### config.mk
export PLATFORM = sky130hd
export DESIGN_NAME = gpb_port_bank
export DESIGN_NICKNAME = d
export VERILOG_FILES = /design/src/gpb_pkg.sv /design/src/gpb_sync_if.sv /design/src/gpb_sync.sv /design/src/gpb_pin_cell.sv /design/src/gpb_port_bank.sv
export SDC_FILE = /design/constraint.sdc
export NUM_CORES = 1
export LEC_CHECK = 0
export BUFFER_PORTS_ARGS = -buffer_cell sky130_fd_sc_hd__buf_2
export CORE_MARGIN = 3
export CORE_UTILIZATION = 30
export DETAILED_ROUTE_END_ITERATION = 10
export HOLD_SLACK_MARGIN = 0.06
export RECOVER_POWER = 25
export SYNTH_ARGS = -nofsm -noshare
export SYNTH_HDL_FRONTEND = slang
export SYNTH_SLANG_ARGS = --single-unit
### constraint.sdc
create_clock -name core_clk_i -period 1.2 [get_ports core_clk_i]
set_input_delay 0 -clock core_clk_i [delete_from_list [all_inputs] [get_ports core_clk_i]]
set_output_delay 0 -clock core_clk_i [all_outputs]
set_load 0.01 [all_outputs]
### src/gpb_pkg.sv
// What this block does
// - Direction one makes pin output from latch
// - Direction zero makes pin input, undriven
// - Output pin level equals latch bit
// - Data write updates latch and output pins
// - Data write updates latch of input pins
// - Output pin read returns latch bit
// - Input read returns pin; RMW returns latch
// - Peripheral input pins still read pin level
// - Reset clears all direction bits
// - Standby with select forces all pins Hi-Z
// - Forced standby blocks f_in_o/g_in_o, holds low; data reads of input bits still see pin
// - Enabled interrupt input stays unblocked
// - Select zero keeps pin states in standby
// - Pull-up enable connects internal pull-up
// - Pull-up off while pin drives low
// - Open-drain latch one releases pin
package gpb_pkg;
  localparam int GPB_AW = 4;
  localparam int GPB_DW = 8;
  localparam logic [3:0] GPB_OFS_F_DATA = 4'h0;
  localparam logic [3:0] GPB_OFS_F_DIR = 4'h1;
  localparam logic [3:0] GPB_OFS_G_DATA = 4'h2;
  localparam logic [3:0] GPB_OFS_G_DIR = 4'h3;
  localparam logic [3:0] GPB_OFS_G_PULL = 4'h4;
  localparam logic [3:0] GPB_OFS_STBY = 4'h5;
  // Implemented bits per register
  localparam logic [7:0] GPB_F_MASK = 8'h07;
  localparam logic [7:0] GPB_G_MASK = 8'h06;
  localparam logic [7:0] GPB_STBY_MASK = 8'h01;
  localparam logic [7:0] GPB_DIR_RST = 8'h00;
  localparam logic [7:0] GPB_DATA_RST = 8'h00;
  localparam logic [7:0] GPB_PULL_RST = 8'h00;
  localparam logic [7:0] GPB_ZERO = 8'h00;
  localparam int GPB_SPL_BIT = 0;
endpackage

### src/gpb_sync_if.sv
`timescale 1ns/1ns
interface gpb_sync_if #(parameter int W = 8);
  logic [W-1:0] raw;
  logic [W-1:0] synced;
  modport src (output raw, input synced);
  modport dst (input raw, output synced);
endinterface

### src/gpb_sync.sv
`timescale 1ns/1ns
module gpb_sync #(
  parameter int W = 8
) (
  input wire logic core_clk_i,
  input wire logic rst_b_i,
  gpb_sync_if.dst s
);
  logic [W-1:0] meta_reg;
  logic [W-1:0] meta_next;
  logic [W-1:0] sync_reg;
  logic [W-1:0] sync_next;

  always_comb begin
    meta_next = s.raw;
    sync_next = meta_reg;
    if (!rst_b_i) begin
      meta_next = '0;
      sync_next = '0;
    end
  end

  always_ff @(posedge core_clk_i) begin
    meta_reg <= meta_next;
    sync_reg <= sync_next;
  end

  assign s.synced = sync_reg;
endmodule

### src/gpb_pin_cell.sv
`timescale 1ns/1ns
module gpb_pin_cell #(
  parameter logic OPEN_DRAIN = 1'b0
) (
  // Control
  input wire logic latch_i,
  input wire logic dir_i,
  input wire logic pull_en_i,
  input wire logic force_z_i,
  // Pin drive
  output logic out_o,
  output logic oe_o,
  output logic pull_o
);
  logic drive;
  always_comb begin
    // Forced Hi-Z overrides direction
    drive = dir_i && !force_z_i;
    out_o = latch_i;
    oe_o = drive && !(OPEN_DRAIN && latch_i);
    // No pull-up current into a pin held low
    pull_o = pull_en_i && !(oe_o && !latch_i);
  end
endmodule

### src/gpb_port_bank.sv
`timescale 1ns/1ns
module gpb_port_bank
  import gpb_pkg::*;
#(
  parameter logic [7:0] F_OPEN_DRAIN = 8'h00,
  parameter logic [7:0] G_OPEN_DRAIN = 8'h00
) (
  // Clock and reset
  input wire logic core_clk_i,
  input wire logic rst_b_i,
  // Register port
  input wire logic [gpb_pkg::GPB_AW-1:0] addr_i,
  input wire logic [gpb_pkg::GPB_DW-1:0] wdata_i,
  input wire logic wr_i,
  input wire logic rd_i,
  input wire logic rmw_i,
  output logic [gpb_pkg::GPB_DW-1:0] rdata_o,
  // Standby controller
  input wire logic stop_watch_i,
  input wire logic [gpb_pkg::GPB_DW-1:0] f_irq_en_i,
  input wire logic [gpb_pkg::GPB_DW-1:0] g_irq_en_i,
  // Port F pins
  input wire logic [gpb_pkg::GPB_DW-1:0] f_pin_i,
  output logic [gpb_pkg::GPB_DW-1:0] f_pin_o,
  output logic [gpb_pkg::GPB_DW-1:0] f_pin_oe_o,
  output logic [gpb_pkg::GPB_DW-1:0] f_in_o,
  // Port G pins
  input wire logic [gpb_pkg::GPB_DW-1:0] g_pin_i,
  output logic [gpb_pkg::GPB_DW-1:0] g_pin_o,
  output logic [gpb_pkg::GPB_DW-1:0] g_pin_oe_o,
  output logic [gpb_pkg::GPB_DW-1:0] g_pull_o,
  output logic [gpb_pkg::GPB_DW-1:0] g_in_o
);
  import gpb_pkg::*;

  ////////////////////////////////////////////////////////////////////////
  logic [7:0] f_data_reg, f_data_next;
  logic [7:0] f_dir_reg, f_dir_next;
  logic [7:0] g_data_reg, g_data_next;
  logic [7:0] g_dir_reg, g_dir_next;
  logic [7:0] g_pull_reg, g_pull_next;
  logic [7:0] stby_reg, stby_next;
  logic [7:0] rdata_reg, rdata_next;
  logic [7:0] f_pin_reg, f_pin_next;
  logic [7:0] f_oe_reg, f_oe_next;
  logic [7:0] f_in_reg, f_in_next;
  logic [7:0] g_pin_reg, g_pin_next;
  logic [7:0] g_oe_reg, g_oe_next;
  logic [7:0] g_pu_reg, g_pu_next;
  logic [7:0] g_in_reg, g_in_next;
  logic [7:0] f_cell_o, f_cell_oe;
  logic [7:0] g_cell_o, g_cell_oe, g_cell_pu;
  logic [7:0] f_sync, g_sync;
  logic force_z;

  ////////////////////////////////////////////////////////////////////////
  // Pin inputs cross from outside through two flops
  gpb_sync_if #(.W(GPB_DW)) f_sif ();
  gpb_sync_if #(.W(GPB_DW)) g_sif ();
  assign f_sif.raw = f_pin_i;
  assign g_sif.raw = g_pin_i;
  assign f_sync = f_sif.synced;
  assign g_sync = g_sif.synced;

  gpb_sync #(.W(GPB_DW)) u_f_sync (
    .core_clk_i(core_clk_i),
    .rst_b_i(rst_b_i),
    .s(f_sif)
  );
  gpb_sync #(.W(GPB_DW)) u_g_sync (
    .core_clk_i(core_clk_i),
    .rst_b_i(rst_b_i),
    .s(g_sif)
  );

  ////////////////////////////////////////////////////////////////////////
  // Register file
  always_comb begin
    f_data_next = f_data_reg;
    f_dir_next = f_dir_reg;
    g_data_next = g_data_reg;
    g_dir_next = g_dir_reg;
    g_pull_next = g_pull_reg;
    stby_next = stby_reg;
    if (wr_i) begin
      if (addr_i == GPB_OFS_F_DATA) begin
        f_data_next = wdata_i & GPB_F_MASK;
      end else if (addr_i == GPB_OFS_F_DIR) begin
        f_dir_next = wdata_i & GPB_F_MASK;
      end else if (addr_i == GPB_OFS_G_DATA) begin
        g_data_next = wdata_i & GPB_G_MASK;
      end else if (addr_i == GPB_OFS_G_DIR) begin
        g_dir_next = wdata_i & GPB_G_MASK;
      end else if (addr_i == GPB_OFS_G_PULL) begin
        g_pull_next = wdata_i & GPB_G_MASK;
      end else if (addr_i == GPB_OFS_STBY) begin
        stby_next = wdata_i & GPB_STBY_MASK;
      end
    end
    if (!rst_b_i) begin
      f_data_next = GPB_DATA_RST;
      f_dir_next = GPB_DIR_RST;
      g_data_next = GPB_DATA_RST;
      g_dir_next = GPB_DIR_RST;
      g_pull_next = GPB_PULL_RST;
      stby_next = GPB_ZERO;
    end
  end

  ////////////////////////////////////////////////////////////////////////
  // Read path: output bits and RMW reads see latch, else pin
  always_comb begin
    rdata_next = GPB_ZERO;
    if (rd_i) begin
      if (addr_i == GPB_OFS_F_DATA) begin
        rdata_next = rmw_i ? f_data_reg
          : ((f_dir_reg & f_data_reg) | (~f_dir_reg & f_sync));
        rdata_next = rdata_next & GPB_F_MASK;
      end else if (addr_i == GPB_OFS_F_DIR) begin
        rdata_next = f_dir_reg;
      end else if (addr_i == GPB_OFS_G_DATA) begin
        rdata_next = rmw_i ? g_data_reg
          : ((g_dir_reg & g_data_reg) | (~g_dir_reg & g_sync));
        rdata_next = rdata_next & GPB_G_MASK;
      end else if (addr_i == GPB_OFS_G_DIR) begin
        rdata_next = g_dir_reg;
      end else if (addr_i == GPB_OFS_G_PULL) begin
        rdata_next = g_pull_reg;
      end else if (addr_i == GPB_OFS_STBY) begin
        rdata_next = stby_reg;
      end
    end
    if (!rst_b_i) begin
      rdata_next = GPB_ZERO;
    end
  end

  ////////////////////////////////////////////////////////////////////////
  // Select one plus stop/watch forces Hi-Z; select zero holds pins
  assign force_z = stby_reg[GPB_SPL_BIT] && stop_watch_i;

  // Software must have turned shared peripheral outputs off
  genvar i;
  generate
    for (i = 0; i < GPB_DW; i++) begin : g_pin
      gpb_pin_cell #(.OPEN_DRAIN(F_OPEN_DRAIN[i])) u_f (
        .latch_i(f_data_reg[i]),
        .dir_i(f_dir_reg[i]),
        .pull_en_i(1'b0),
        .force_z_i(force_z),
        .out_o(f_cell_o[i]),
        .oe_o(f_cell_oe[i]),
        .pull_o()
      );
      gpb_pin_cell #(.OPEN_DRAIN(G_OPEN_DRAIN[i])) u_g (
        .latch_i(g_data_reg[i]),
        .dir_i(g_dir_reg[i]),
        .pull_en_i(g_pull_reg[i]),
        .force_z_i(force_z),
        .out_o(g_cell_o[i]),
        .oe_o(g_cell_oe[i]),
        .pull_o(g_cell_pu[i])
      );
    end
  endgenerate

  always_comb begin
    f_pin_next = f_cell_o & GPB_F_MASK;
    f_oe_next = f_cell_oe & GPB_F_MASK;
    g_pin_next = g_cell_o & GPB_G_MASK;
    g_oe_next = g_cell_oe & GPB_G_MASK;
    g_pu_next = g_cell_pu & GPB_G_MASK;
    // Blocked inputs read low to stop open-input leakage
    f_in_next = force_z ? (f_sync & f_irq_en_i & GPB_F_MASK)
      : (f_sync & GPB_F_MASK);
    g_in_next = force_z ? (g_sync & g_irq_en_i & GPB_G_MASK)
      : (g_sync & GPB_G_MASK);
    if (!rst_b_i) begin
      f_pin_next = GPB_ZERO;
      f_oe_next = GPB_ZERO;
      g_pin_next = GPB_ZERO;
      g_oe_next = GPB_ZERO;
      g_pu_next = GPB_ZERO;
      f_in_next = GPB_ZERO;
      g_in_next = GPB_ZERO;
    end
  end

  always_ff @(posedge core_clk_i) begin
    f_data_reg <= f_data_next;
    f_dir_reg <= f_dir_next;
    g_data_reg <= g_data_next;
    g_dir_reg <= g_dir_next;
    g_pull_reg <= g_pull_next;
    stby_reg <= stby_next;
    rdata_reg <= rdata_next;
    f_pin_reg <= f_pin_next;
    f_oe_reg <= f_oe_next;
    f_in_reg <= f_in_next;
    g_pin_reg <= g_pin_next;
    g_oe_reg <= g_oe_next;
    g_pu_reg <= g_pu_next;
    g_in_reg <= g_in_next;
  end

  assign rdata_o = rdata_reg;
  assign f_pin_o = f_pin_reg;
  assign f_pin_oe_o = f_oe_reg;
  assign f_in_o = f_in_reg;
  assign g_pin_o = g_pin_reg;
  assign g_pin_oe_o = g_oe_reg;
  assign g_pull_o = g_pu_reg;
  assign g_in_o = g_in_reg;

  ////////////////////////////////////////////////////////////////////////
  a_reset_dir_clear: assert property (@(posedge core_clk_i)
    !rst_b_i |=> (f_dir_reg == GPB_ZERO && g_dir_reg == GPB_ZERO))
    else $error("direction not cleared by reset");
  a_out_follows_latch: assert property (@(posedge core_clk_i)
    disable iff (!rst_b_i)
    1'b1 |=> g_pin_o == ($past(g_data_reg) & GPB_G_MASK))
    else $error("port g pin level differs from latch");
  a_input_not_driven: assert property (@(posedge core_clk_i)
    disable iff (!rst_b_i)
    (g_dir_reg == GPB_ZERO && $stable(g_dir_reg)) |=> g_pin_oe_o == GPB_ZERO)
    else $error("input pin driven");
  a_write_reaches_pin: assert property (@(posedge core_clk_i)
    disable iff (!rst_b_i)
    (wr_i && addr_i == GPB_OFS_F_DATA) |=> ##1
      f_pin_o == ($past(wdata_i, 2) & GPB_F_MASK))
    else $error("data write not on pin");
  a_standby_forces_z: assert property (@(posedge core_clk_i)
    disable iff (!rst_b_i)
    force_z |=> (f_pin_oe_o == GPB_ZERO && g_pin_oe_o == GPB_ZERO))
    else $error("pin driven during forced standby");
  a_blocked_in_low: assert property (@(posedge core_clk_i)
    disable iff (!rst_b_i)
    (force_z && f_irq_en_i == GPB_ZERO) |=> f_in_o == GPB_ZERO)
    else $error("blocked input not low");
  a_rmw_reads_latch: assert property (@(posedge core_clk_i)
    disable iff (!rst_b_i)
    (rd_i && rmw_i && addr_i == GPB_OFS_G_DATA && !wr_i) |=>
      rdata_o == $past(g_data_reg))
    else $error("rmw read not latch");
  a_pull_off_low: assert property (@(posedge core_clk_i)
    disable iff (!rst_b_i)
    1'b1 |=> ((g_pull_o & g_pin_oe_o & ~g_pin_o) == GPB_ZERO))
    else $error("pull-up on while driving low");
  a_unused_read_zero: assert property (@(posedge core_clk_i)
    disable iff (!rst_b_i)
    (rd_i && addr_i == GPB_OFS_G_DIR) |=> (rdata_o & ~GPB_G_MASK) == GPB_ZERO)
    else $error("unassigned bit reads one");

  ////////////////////////////////////////////////////////////////////////
  // Drive enables one cycle behind direction and latch
  a_f_dir_drives: assert property (@(posedge core_clk_i)
    disable iff (!rst_b_i)
    !force_z |=> f_pin_oe_o ==
      ($past(f_dir_reg) & ~($past(f_data_reg) & F_OPEN_DRAIN)))
    else $error("port f drive differs from direction");
  a_g_dir_drives: assert property (@(posedge core_clk_i)
    disable iff (!rst_b_i)
    !force_z |=> g_pin_oe_o ==
      ($past(g_dir_reg) & ~($past(g_data_reg) & G_OPEN_DRAIN)))
    else $error("port g drive differs from direction");
  a_f_out_latch: assert property (@(posedge core_clk_i)
    disable iff (!rst_b_i)
    1'b1 |=> f_pin_o == $past(f_data_reg))
    else $error("port f pin level differs from latch");
  a_g_write_pin: assert property (@(posedge core_clk_i)
    disable iff (!rst_b_i)
    (wr_i && addr_i == GPB_OFS_G_DATA) |=> ##1
      g_pin_o == ($past(wdata_i, 2) & GPB_G_MASK))
    else $error("port g data write not on pin");

  // Latch takes every write, whatever the direction
  a_f_write_latch: assert property (@(posedge core_clk_i)
    disable iff (!rst_b_i)
    (wr_i && addr_i == GPB_OFS_F_DATA) |=>
      f_data_reg == ($past(wdata_i) & GPB_F_MASK))
    else $error("port f latch missed write");
  a_g_write_latch: assert property (@(posedge core_clk_i)
    disable iff (!rst_b_i)
    (wr_i && addr_i == GPB_OFS_G_DATA) |=>
      g_data_reg == ($past(wdata_i) & GPB_G_MASK))
    else $error("port g latch missed write");

  // Read data mixes latch and pin per direction bit
  a_out_read_latch: assert property (@(posedge core_clk_i)
    disable iff (!rst_b_i)
    (rd_i && !rmw_i && addr_i == GPB_OFS_F_DATA) |=>
      (rdata_o & $past(f_dir_reg)) ==
      ($past(f_data_reg) & $past(f_dir_reg)))
    else $error("port f output bit read not latch");
  a_g_read_latch: assert property (@(posedge core_clk_i)
    disable iff (!rst_b_i)
    (rd_i && !rmw_i && addr_i == GPB_OFS_G_DATA) |=>
      (rdata_o & $past(g_dir_reg)) ==
      ($past(g_data_reg) & $past(g_dir_reg)))
    else $error("port g output bit read not latch");
  a_in_read_pin: assert property (@(posedge core_clk_i)
    disable iff (!rst_b_i)
    (rd_i && !rmw_i && addr_i == GPB_OFS_G_DATA) |=>
      (rdata_o & ~$past(g_dir_reg)) ==
      ($past(g_sync) & ~$past(g_dir_reg) & GPB_G_MASK))
    else $error("port g input bit read not pin");
  a_f_rmw_latch: assert property (@(posedge core_clk_i)
    disable iff (!rst_b_i)
    (rd_i && rmw_i && addr_i == GPB_OFS_F_DATA) |=>
      rdata_o == $past(f_data_reg))
    else $error("port f rmw read not latch");

  // Reset and standby
  a_reset_drops_drive: assert property (@(posedge core_clk_i)
    !rst_b_i |=> (f_pin_oe_o == GPB_ZERO && g_pin_oe_o == GPB_ZERO))
    else $error("pin driven after reset");
  a_g_in_low: assert property (@(posedge core_clk_i)
    disable iff (!rst_b_i)
    (force_z && g_irq_en_i == GPB_ZERO) |=> g_in_o == GPB_ZERO)
    else $error("port g blocked input not low");
  a_irq_keeps_input: assert property (@(posedge core_clk_i)
    disable iff (!rst_b_i)
    force_z |=>
      f_in_o == ($past(f_sync) & $past(f_irq_en_i) & GPB_F_MASK))
    else $error("enabled interrupt input blocked");
  a_select_zero_holds: assert property (@(posedge core_clk_i)
    disable iff (!rst_b_i)
    (!stby_reg[GPB_SPL_BIT] && stop_watch_i) |=>
      g_pin_oe_o ==
      ($past(g_dir_reg) & ~($past(g_data_reg) & G_OPEN_DRAIN)))
    else $error("pin state changed in standby");

  // Pull-up and open-drain
  a_pull_follows_en: assert property (@(posedge core_clk_i)
    disable iff (!rst_b_i)
    (g_dir_reg == GPB_ZERO) |=> g_pull_o == $past(g_pull_reg))
    else $error("pull-up differs from enable");
  a_od_releases: assert property (@(posedge core_clk_i)
    disable iff (!rst_b_i)
    1'b1 |=> (f_pin_oe_o & f_pin_o & F_OPEN_DRAIN) == GPB_ZERO)
    else $error("open-drain pin driven high");
  a_unused_bits_zero: assert property (@(posedge core_clk_i)
    disable iff (!rst_b_i)
    1'b1 |-> ((((f_data_reg | f_dir_reg) & ~GPB_F_MASK) |
      ((g_data_reg | g_dir_reg | g_pull_reg) & ~GPB_G_MASK)) == GPB_ZERO))
    else $error("unassigned bit holds one");
endmodule

==> results.ini <==
[outcome]
status = complete, no violations

[synth]
ys_warn_count = 0
ys_seq_area_frac = 0.438
syn_area_um2 = 1960
netlist_instances = 205
yosys_most_used_dff = dfxtp_1
synth_top_cell_area_share = 0.438
yosys_register_bits = 43
yosys.area.top_type = dfxtp_1
avgSynthCellArea_um2 = 9.58
synthTopCellsByArea = dfxtp_1 44%, buf_4 17%, mux2i_1 5.6%, and2_1 4.8%, nor2b_1 3.8%
synth-edff-count = 0
synthDistinctLibCells = 36
async_flop_share = 0

[finish]
area_growth_pct = 20.8
layout_common_cells = 44 x conb_1, 43 x dfxtp_1, 29 x buf_2
diodes = 0
final_nets = 317
fillers = 645
drive_gt1_frac = 0.190
final_util = 0.387
layout_commonest_cell = conb_1

[job]
maxCapViolCount = 0

[sta]
period_minus_slack_ns = 1.12
rsz0062_at_grt = false
finalSetupViolations = 0
finClkSkew_ns = 0.00786
fin_crit_sh = 0.935
finalHoldViolations = 0
fmax_mhz = 891
maxSlewViolCount = 0
final.setup.tns_ns = 0

[pwr]
total_leakage_power_nw = 1.10
p_per_area_nw_per_um2 = 1220
vdd_drop_max_mv = 0.656

[global_route]
grt.total_usage = 0.104
overflow = 0
grt_max_degree = 16
grt_pass1_wl_mm = 6.16
antenna_found_initial = 0
grt_pass1_vias = 1251

[clock_tree]
cts_tree = built
clk_pin_slew_worst_paths_ns = 0.09
clkLatencyLatePin_ns = 0.30
clk_path_buf_depth = 2
cts_root_buf = clkbuf_8
cts_sinks = 43
htreeDepth = 2
post-cts-setup-buffers = 0
cts_made_buffers = 5

[die]
core_um2 = 6130
die_x_um = 86.9
start_util = 0.320
row_count = 28
die_y_um = 86.9
die-area_um2 = 7560
io_pins = 114

[setup_path]
slowest_delay_ns = 0.34
cp_common_cell = nor2_1
critical_path_depth = 4
criticalPathCategory = flop to flop
path_buf_inv = 0
crit_path_end_kind = flop
crit_family = multiplexers
worstPathCellList = nor2_1 > mux2_2 > a21oi_1 > nor2_1
cp_max_fo = 2
cp-start-kind = flop
r2r.worst_path.cells = 4
slowest_stage = mux2_2
arrival_ns = 1.32
required_ns = 1.39

[place]
portBuffers = 42
globalplace.congestion = 0.769
place_hpwl_mm = 2.91

[routing]
postRouteAntennaNets = 0
wirelength_mm = 3.98
drt-pass1-iter-count = 4
vias_per_cell = 4.16
route.detailed.drc = 0
drt_iter0_markers = 37
wl_per_cell_um = 11.6
num_vias = 1428

[hold_path]
min_path_cells = 4
min_path_type = input port to flop

==> worst min-delay path, stage by stage <==
cell and delay, ns:
buf_2 0.11, buf_4 0.15, nand3_1 0.07, a21boi_0 0.07
==> synthesized netlist by cell type (2+ instances only) <==
cell type  count
clkbuf_1       6
o21ai_0        2
mux2i_1       11
a21oi_1       11
and2_1        15
o21ai_1        2
and3_1         5
nor2_1         3
dfxtp_1       43
nand3_1        3
o21a_1         4
inv_1          2
nand2_1        9
nor2b_1       12
clkbuf_2       2
nor3b_1        2
buf_4         44
o211a_1        5
a21boi_0       3
a31oi_1        2
o31ai_1        2
nor3_1         2
nor4b_1        2
==> final cells by class <==
| type | count | area [um^2] | area share |
|---|---|---|---|
| clock buffer | 5 | 68.8 | 0.0290 |
| clock inverter | 3 | 46.3 | 0.0195 |
| inverter | 2 | 7.51 | 0.00316 |
| multi-input combinational | 149 | 885 | 0.373 |
| sequential | 43 | 861 | 0.363 |
| tap | 75 | 93.8 | 0.0395 |
| timing repair buffer | 66 | 412 | 0.173 |
==> metal layers <==
| metal | share of wire | track usage | vias to the layer above |
|---|---|---|---|
| met4 | 0.023 | 0.0552 | 0 |
| met5 | 0 | 0 | - |
| met3 | 0.092 | 0.0312 | 7 |
| met2 | 0.46 | 0.167 | 55 |
| met1 | 0.43 | 0.126 | 640 |
| li1 | - | - | 726 |
==> final timing paths <==
kind	slack, ns	endpoint	from
worst max register to register	0.08	rdata_o[0]$_SDFF_PN0_	f_dir_reg[0]$_SDFFE_PN0P_
worst min-delay path	0.14	f_data_reg[1]$_SDFFE_PN0P_	wr_i
worst max-delay path	0.08	rdata_o[0]$_SDFF_PN0_	f_dir_reg[0]$_SDFFE_PN0P_
worst min register to register	0.44	u_g_sync.s.synced[2]$_SDFF_PN0_	u_g_sync.meta_reg[2]$_SDFF_PN0_
==> repair_timing <==
| item | in CTS | in global routing |
|---|---|---|
| setup endpoints to repair | 0 | 1 |
| endpoints found under the hold margin | 21 | 0 |
| resized for setup | 0 | 1 |
| hold buffers | 15 | 0 |
==> power breakdown <==
group          switching (mW)  leakage, nW  internal, mW
logic                   0.169        0.697         0.117
registers              0.0114        0.349          1.45
clock network           0.526       0.0548         0.627
==> through the flow <==
step | worst slack [ns] | area [um^2] | std cells | power, mW | hold slack [ns]
after floorplan | 0.182 | 2130 | 248 | 1.77 | 0.127
after global placement | 0.0881 | 2120 | 320 | 1.74 | 0.209
after detailed placement | 0.102 | 2120 | 320 | 1.74 | 0.212
after CTS | 0.0878 | 2380 | 343 | 2.94 | 0.137
after global routing | 0.0167 | 2370 | 343 | 3.02 | 0.162
final | 0.0781 | 2370 | 343 | 2.91 | 0.143
==> kinds of logic after synthesis <==
logic type / after synthesis / synth area share
compound gates: 31 / 0.104
buf+inv: 56 / 0.197
flops: 43 / 0.438
mux: 12 / 0.0618
other cells: 1 / 0.00191
simple gates: 62 / 0.197
No activity file was read; power rests on OpenSTA's default activity.
